<file path="config.mk">
export PLATFORM = sky130hd
export DESIGN_NAME = hpio_ctrl
export DESIGN_NICKNAME = d
export VERILOG_FILES = /design/src/core/hpio_pkg.sv /design/src/core/hpio_ctrl.sv
export VERILOG_INCLUDE_DIRS = /design/src /design/src/core
export SDC_FILE = /design/constraint.sdc
export NUM_CORES = 1
export LEC_CHECK = 0
export BUFFER_PORTS_ARGS = -buffer_cell sky130_fd_sc_hd__buf_2
export CELL_PAD_IN_SITES_DETAIL_PLACEMENT = 0
export CELL_PAD_IN_SITES_GLOBAL_PLACEMENT = 1
export CORE_AREA = 2 2 100 102
export CTS_CLUSTER_SIZE = 10
export DETAILED_ROUTE_END_ITERATION = 10
export DIE_AREA = 0 0 102 104
export PLACE_DENSITY_LB_ADDON = 0.1
export SYNTH_ARGS = -nofsm -noshare
export SYNTH_HDL_FRONTEND = slang
export SYNTH_SLANG_ARGS = --single-unit
</file>
<file path="constraint.sdc">
create_clock -name ref_clk -period 1.8 [get_ports ref_clk]
set_input_delay 0.18 -clock ref_clk [delete_from_list [all_inputs] [get_ports ref_clk]]
set_output_delay 0.18 -clock ref_clk [all_outputs]
set_load 0.05 [all_outputs]
</file>
<file path="src/core/hpio_cfg.svh">
// register offsets, field positions, reset values and timing counts
`ifndef HPIO_CFG_SVH
`define HPIO_CFG_SVH
`define HPIO_ADDR_W       8
`define HPIO_OFF_CTRL     8'h00
`define HPIO_OFF_TXDATA   8'h04
`define HPIO_OFF_RXDATA   8'h08
`define HPIO_OFF_STATUS   8'h0c
`define HPIO_CTRL_TX_EN   0
`define HPIO_CTRL_RX_EN   1
`define HPIO_CTRL_RST     2'h0
`define HPIO_ST_TX_BUSY   0
`define HPIO_ST_RX_VALID  1
`define HPIO_ST_IN_FULL   2
`define HPIO_ST_OUT_FULLN 3
`define HPIO_ST_SRQ       4
`define HPIO_CLK_NS       100
`define HPIO_STB_MIN_NS   500
`define HPIO_HOLD_MIN_NS  180
`define HPIO_ACK_MIN_NS   300
`define HPIO_STB_CYC  ((`HPIO_STB_MIN_NS + `HPIO_CLK_NS - 1) / `HPIO_CLK_NS)
`define HPIO_HOLD_CYC ((`HPIO_HOLD_MIN_NS + `HPIO_CLK_NS - 1) / `HPIO_CLK_NS)
`define HPIO_ACK_CYC  ((`HPIO_ACK_MIN_NS + `HPIO_CLK_NS - 1) / `HPIO_CLK_NS)
`endif

</file>
<file path="src/core/hpio_pkg.sv">
// types of the handshake port controller
package hpio_pkg;
  typedef enum logic [2:0] {
    HPIO_TX_IDLE   = 3'h1,
    HPIO_TX_STROBE = 3'h2,
    HPIO_TX_HOLD   = 3'h4
  } hpio_tx_state_t;
  typedef enum logic [2:0] {
    HPIO_RX_IDLE = 3'h1,
    HPIO_RX_ACK  = 3'h2,
    HPIO_RX_WAIT = 3'h4
  } hpio_rx_state_t;
  typedef struct packed {
    logic       input_full;
    logic       output_full_n;
    logic       service_request;
    logic [7:0] data;
  } hpio_pins_in_t;
endpackage

</file>
<file path="src/core/hpio_ctrl.sv">
// external handshake partner driving a strobed 8-bit parallel port
//
// Functional notes
// - we drive input_strobe_n low to hand a byte to the device
// - we pulse acknowledge low to take the waiting byte
// - input_strobe_n stays low at least 500 ns
// - data valid by strobe rising and held 180 ns after
//
// Chosen here: the strobed register port and the placing of the registers.
`timescale 1ns/1ns
`include "hpio_cfg.svh"
module hpio_ctrl
  import hpio_pkg::*;
(
  input  wire logic                    ref_clk,
  input  wire logic                    rst_b,
  input  wire logic [`HPIO_ADDR_W-1:0] addr,
  input  wire logic [31:0]             wdata,
  input  wire logic                    wr_stb,
  input  wire logic                    rd_stb,
  output logic      [31:0]             rdata,
  input  wire logic [7:0]              port_data_in,
  output logic      [7:0]              port_data_out,
  output logic      [7:0]              port_data_oe,
  output logic                         input_strobe_n,
  output logic                         ack_n,
  input  wire logic                    input_full,
  input  wire logic                    output_full_n,
  input  wire logic                    service_request
);
  localparam logic [3:0] STB_CYC  = 4'(`HPIO_STB_CYC);
  localparam logic [3:0] HOLD_CYC = 4'(`HPIO_HOLD_CYC);
  localparam logic [3:0] ACK_CYC  = 4'(`HPIO_ACK_CYC);
  localparam hpio_pins_in_t PINS_RST = '{input_full: 1'b0, output_full_n: 1'b1,
                                         service_request: 1'b0, data: 8'h00};

  hpio_pins_in_t  pins_raw;
  hpio_pins_in_t  meta_q;
  hpio_pins_in_t  sync_q;
  hpio_tx_state_t tx_q, tx_d;
  hpio_rx_state_t rx_q, rx_d;
  logic [3:0]     tx_cnt_q, tx_cnt_d;
  logic [3:0]     rx_cnt_q, rx_cnt_d;
  logic [1:0]     ctrl_q, ctrl_d;
  logic [7:0]     tx_byte_q, tx_byte_d;
  logic           tx_pend_q, tx_pend_d;
  logic [7:0]     rx_byte_q, rx_byte_d;
  logic           rx_valid_q, rx_valid_d;
  logic [31:0]    rdata_q, rdata_d;
  logic [7:0]     dout_q, dout_d;
  logic [7:0]     doe_q, doe_d;
  logic           stb_n_q, stb_n_d;
  logic           ack_n_q, ack_n_d;
  logic           tx_go;

  assign pins_raw = '{input_full: input_full, output_full_n: output_full_n,
                      service_request: service_request, data: port_data_in};

  // two-stage capture of everything the device drives
  always_ff @(posedge ref_clk) begin
    if (!rst_b) begin
      meta_q <= PINS_RST;
      sync_q <= PINS_RST;
    end else begin
      meta_q <= pins_raw;
      sync_q <= meta_q;
    end
  end

  // send path: present byte, strobe low, release, hold data
  always_comb begin
    tx_d      = tx_q;
    tx_cnt_d  = tx_cnt_q;
    stb_n_d   = stb_n_q;
    dout_d    = dout_q;
    doe_d     = doe_q;
    tx_go     = 1'b0;
    case (tx_q)
      HPIO_TX_IDLE: begin
        // wait until the previous byte was read out by the device's host
        if (tx_pend_q && ctrl_q[`HPIO_CTRL_TX_EN] && !sync_q.input_full &&
            rx_q == HPIO_RX_IDLE) begin
          tx_go    = 1'b1;
          dout_d   = tx_byte_q;
          doe_d    = 8'hff;
          stb_n_d  = 1'b0;
          tx_cnt_d = STB_CYC - 4'h1;
          tx_d     = HPIO_TX_STROBE;
        end
      end
      HPIO_TX_STROBE: begin
        if (tx_cnt_q == 4'h0) begin
          stb_n_d  = 1'b1;
          tx_cnt_d = HOLD_CYC - 4'h1;
          tx_d     = HPIO_TX_HOLD;
        end else begin
          tx_cnt_d = tx_cnt_q - 4'h1;
        end
      end
      HPIO_TX_HOLD: begin
        if (tx_cnt_q == 4'h0) begin
          doe_d = 8'h00;
          tx_d  = HPIO_TX_IDLE;
        end else begin
          tx_cnt_d = tx_cnt_q - 4'h1;
        end
      end
      default: begin
        tx_d    = HPIO_TX_IDLE;
        stb_n_d = 1'b1;
        doe_d   = 8'h00;
      end
    endcase
  end

  // receive path: pulse acknowledge, take byte, wait for output_full_n high
  always_comb begin
    rx_d     = rx_q;
    rx_cnt_d = rx_cnt_q;
    ack_n_d  = ack_n_q;
    rx_byte_d = rx_byte_q;
    case (rx_q)
      HPIO_RX_IDLE: begin
        if (ctrl_q[`HPIO_CTRL_RX_EN] && !sync_q.output_full_n && !rx_valid_q &&
            tx_q == HPIO_TX_IDLE && !tx_go) begin
          ack_n_d  = 1'b0;
          rx_cnt_d = ACK_CYC - 4'h1;
          rx_d     = HPIO_RX_ACK;
        end
      end
      HPIO_RX_ACK: begin
        if (rx_cnt_q == 4'h0) begin
          ack_n_d   = 1'b1;
          rx_byte_d = sync_q.data;
          rx_d      = HPIO_RX_WAIT;
        end else begin
          rx_cnt_d = rx_cnt_q - 4'h1;
        end
      end
      HPIO_RX_WAIT: begin
        if (sync_q.output_full_n) begin
          rx_d = HPIO_RX_IDLE;
        end
      end
      default: begin
        rx_d    = HPIO_RX_IDLE;
        ack_n_d = 1'b1;
      end
    endcase
  end

  // software registers
  always_comb begin
    ctrl_d     = ctrl_q;
    tx_byte_d  = tx_byte_q;
    tx_pend_d  = tx_pend_q;
    rx_valid_d = rx_valid_q;
    rdata_d    = 32'h0000_0000;
    if (tx_q == HPIO_TX_HOLD && tx_cnt_q == 4'h0) begin
      tx_pend_d = 1'b0;
    end
    if (wr_stb && addr == `HPIO_OFF_CTRL) begin
      ctrl_d = wdata[1:0];
    end
    if (wr_stb && addr == `HPIO_OFF_TXDATA && !tx_pend_q) begin
      tx_byte_d = wdata[7:0];
      tx_pend_d = 1'b1;
    end
    if (rd_stb) begin
      case (addr)
        `HPIO_OFF_CTRL:   rdata_d = {30'h0, ctrl_q};
        `HPIO_OFF_RXDATA: rdata_d = {24'h0, rx_byte_q};
        `HPIO_OFF_STATUS: rdata_d = {27'h0, sync_q.service_request, sync_q.output_full_n,
                                     sync_q.input_full, rx_valid_q, tx_pend_q};
        default:          rdata_d = 32'h0000_0000;
      endcase
      if (addr == `HPIO_OFF_RXDATA) begin
        rx_valid_d = 1'b0;
      end
    end
    // a new byte wins over a clearing read in the same cycle
    if (rx_q == HPIO_RX_ACK && rx_cnt_q == 4'h0) begin
      rx_valid_d = 1'b1;
    end
  end

  always_ff @(posedge ref_clk) begin
    if (!rst_b) begin
      tx_q       <= HPIO_TX_IDLE;
      rx_q       <= HPIO_RX_IDLE;
      tx_cnt_q   <= 4'h0;
      rx_cnt_q   <= 4'h0;
      ctrl_q     <= `HPIO_CTRL_RST;
      tx_byte_q  <= 8'h00;
      tx_pend_q  <= 1'b0;
      rx_byte_q  <= 8'h00;
      rx_valid_q <= 1'b0;
      rdata_q    <= 32'h0000_0000;
      dout_q     <= 8'h00;
      doe_q      <= 8'h00;
      stb_n_q    <= 1'b1;
      ack_n_q    <= 1'b1;
    end else begin
      tx_q       <= tx_d;
      rx_q       <= rx_d;
      tx_cnt_q   <= tx_cnt_d;
      rx_cnt_q   <= rx_cnt_d;
      ctrl_q     <= ctrl_d;
      tx_byte_q  <= tx_byte_d;
      tx_pend_q  <= tx_pend_d;
      rx_byte_q  <= rx_byte_d;
      rx_valid_q <= rx_valid_d;
      rdata_q    <= rdata_d;
      dout_q     <= dout_d;
      doe_q      <= doe_d;
      stb_n_q    <= stb_n_d;
      ack_n_q    <= ack_n_d;
    end
  end

  assign rdata          = rdata_q;
  assign port_data_out  = dout_q;
  assign port_data_oe   = doe_q;
  assign input_strobe_n = stb_n_q;
  assign ack_n          = ack_n_q;
endmodule

</file>
==> results.yml <==
timing:
  grt_setup_unrepaired: "no"
  fin_worst_skew_ns: 0.006677
  drv_slew: 0
  hold_slack_ns: 0.02487
  finalHoldViolations: 0
  setup_tns_ns: 0
  finalCriticalPeriod_ns: 1.702
  fmax_mhz: 587.5
  setup_viol: 0
  fin_crit_sh_pct: 94.56
setup_path:
  cpPeakStageDelay_ns: 0.43
  end_kind: "register"
  worstPathCellList: "or3b_1 -> or4_1 -> or3_1 -> a21oi_1"
  critPathArrivalTime_ns: 1.99
  critPathKind: "register to register"
  worst_setup_path_start_kind: "register"
  critPathMaxFanout: 7
  path_delay_family: "simple AND/OR/NAND/NOR gates"
  cp.buffers_inverters: 0
  cpMaxStageDelayCell: "or4_1"
  cp.required_ns: 2.09
global_routing:
  use_met2_pct: 19.45
  use_met3_pct: 3.427
  grt-ovfl-total: 0
  grt_max_degree: 25
  top_usage_layer: "met2"
  grtUsageTotal_pct: 12.84
  grt_pass1_wl_microns: 10580
  antenna_found_initial: 0
  grt_pass1_vias: 2190
  met1_usage_pct: 16.85
run:
  drv_cap: 0
route:
  drc: 0
  wl_per_cell_microns: 12.04
  via_per_inst: 4.403
  routed_wl_microns: 6490
  drtIter0Drc: 61
  vias: 2373
  dr.pass1.iters: 4
  ant_nets: 0
cts:
  clockBufferDepth: 2
  cts_buffers: 9
  root_buffer: "clkbuf_8"
  clock_sinks: 75
  path_clk_slew_ns: 0.08
  clk_latency_ns: 0.35
  htreeDepth: 3
  cts_tree: "yes"
  post_cts_buffers: 0
yosys:
  yosys.cell_types.count: 50
  synth_edf_count: 0
  syn-mean-instance-area_sq_um: 9.454
  synth-seq-cells: 75
  synth_seq_area_share_pct: 46.99
  synth_warnings: 0
  async_flop_share_pct: 0
  ys.flop_type: "dfxtp_1"
  synthesis.instances: 338
  syn_area_sq_um: 3196
floorplanning:
  dieArea_sq_um: 10610
  coreArea_sq_um: 9549
  fp.dieW_microns: 102
  initial_core_util_pct: 33.46
  die_height_microns: 104
  ioPinCount: 105
  rows: 36
layout:
  layout_commonest_cell: "dfxtp_1"
  n_antenna_cell: 0
  post-route-util_pct: 39.87
  layout_common_cells: "dfxtp_1, buf_2, nor2_1"
  nFillCells: 1000
  drive_above_1_share_pct: 24.14
  stdcell_count: 539
  area_growth_pct: 19.15
  nNetsFinal: 461
worst_hold_path:
  hold_class: "input pin to register"
power_and_ir_drop:
  power_density_nw_per_um2: 869.3
  p_leak_nw: 1.822
  totalPowerFinal_mw: 3.310
  irDropWorstVdd_mv: 0.4236
placed_design:
  gp_congestion: 0.7652
  dp.cells: 523
  dp_hpwl_microns: 4648
  io_buffers: 56
run_status:
  status: "finished clean"
-- cell type report --
type,count,area (sq um),share of cell area (%)
Sequential cell,75,1503,39.47
Multi-Input combinational cell,228,1450,38.09
Timing Repair Buffer,75,425.4,11.17
Tap cell,133,166.4,4.371
Clock buffer,9,123.9,3.253
Clock inverter,6,90.09,2.366
Inverter,13,48.80,1.282
-- report_power, final --
group	internal (mW)	total, mW	switching [mW]
clock network	0.777	1.41	0.635
registers	1.68	1.69	0.00694
logic	0.0504	0.210	0.160
total	2.51	3.31	0.802
-- registers in the layout, indices dropped and copies added (netlist names), 2 cells and up --
| name | flops |
|---|---|
| rdata | 8 |
| rx_q | 3 |
| ctrl_q | 2 |
| rx_cnt_q | 4 |
| rx_byte_q | 8 |
| meta_q | 11 |
| tx_byte_q | 8 |
| tx_q | 3 |
| tx_cnt_q | 4 |
| port_data_out | 8 |
| sync_q | 11 |
-- metal layers --
metal | vias to the layer above | wire, microns
met1 | 1074 | 3110
met5 | - | 0
met3 | 9 | 375
li1 | 1217 | -
met2 | 73 | 2888
met4 | 0 | 115
-- cells in the mapped netlist (4+ instances only) --
library cell,n,area share [%]
a21oi_1,15,2.3
nand3_1,7,1.1
nor2_1,40,4.7
nand2_1,10,1.2
clkbuf_1,9,1.1
and2_1,24,4.7
nor3b_1,5,1.2
ha_1,4,1.6
buf_4,31,7.3
nand2b_1,9,1.8
inv_1,12,1.4
dfxtp_1,75,47
mux2i_1,32,10
nor2b_1,4,0.78
nand4_1,5,0.98
o21ai_0,5,0.78
nor3_1,4,0.63
-- kinds of logic (layout without fill, tap and decap cells) --
logic type               after synthesis  count (layout)  share of synthesized area, %
AND/OR/NAND/NOR                      127             127                         22.16
other                                  1              24                        0.1174
buffers and inverters                 58             103                         10.81
adder cells (fa/ha/maj)                4               4                         1.566
flip-flops                            75              75                         46.99
AO/OA/AOI/OAI                         41              41                         8.340
multiplexers                          32              32                         10.02
-- final timing paths --
| path | from | end | slack [ns] | depth (start not counted) |
|---|---|---|---|---|
| hold reg to reg | meta_q[9] | sync_q[9] | 0.41 | 1 |
| setup / recovery | rx_q[0] | rx_cnt_q[3] | 0.1 | 4 |
| hold / removal | input_full | meta_q[10] | 0.02 | 2 |
| setup reg to reg | rx_q[0] | rx_cnt_q[3] | 0.1 | 4 |
-- timing repair --
action / in CTS / in global routing
hold buffers: 1 / 0
hold endpoints to repair: 1 / 0
pin swaps: 0 / 1
setup endpoints to repair: 1 / 3
resized for setup: 1 / 3
-- through the flow --
stage          worst slack (ns)  cell area (sq um)
3_3_place_gp            0.03895               3573
4_1_cts                 0.01646               3799
5_1_grt                0.005925               3807
2_1_floorplan           0.01324               3288
3_5_place_dp           -0.01100               3573
6_report                0.09800               3807
Power figures use the tool's default switching activity.
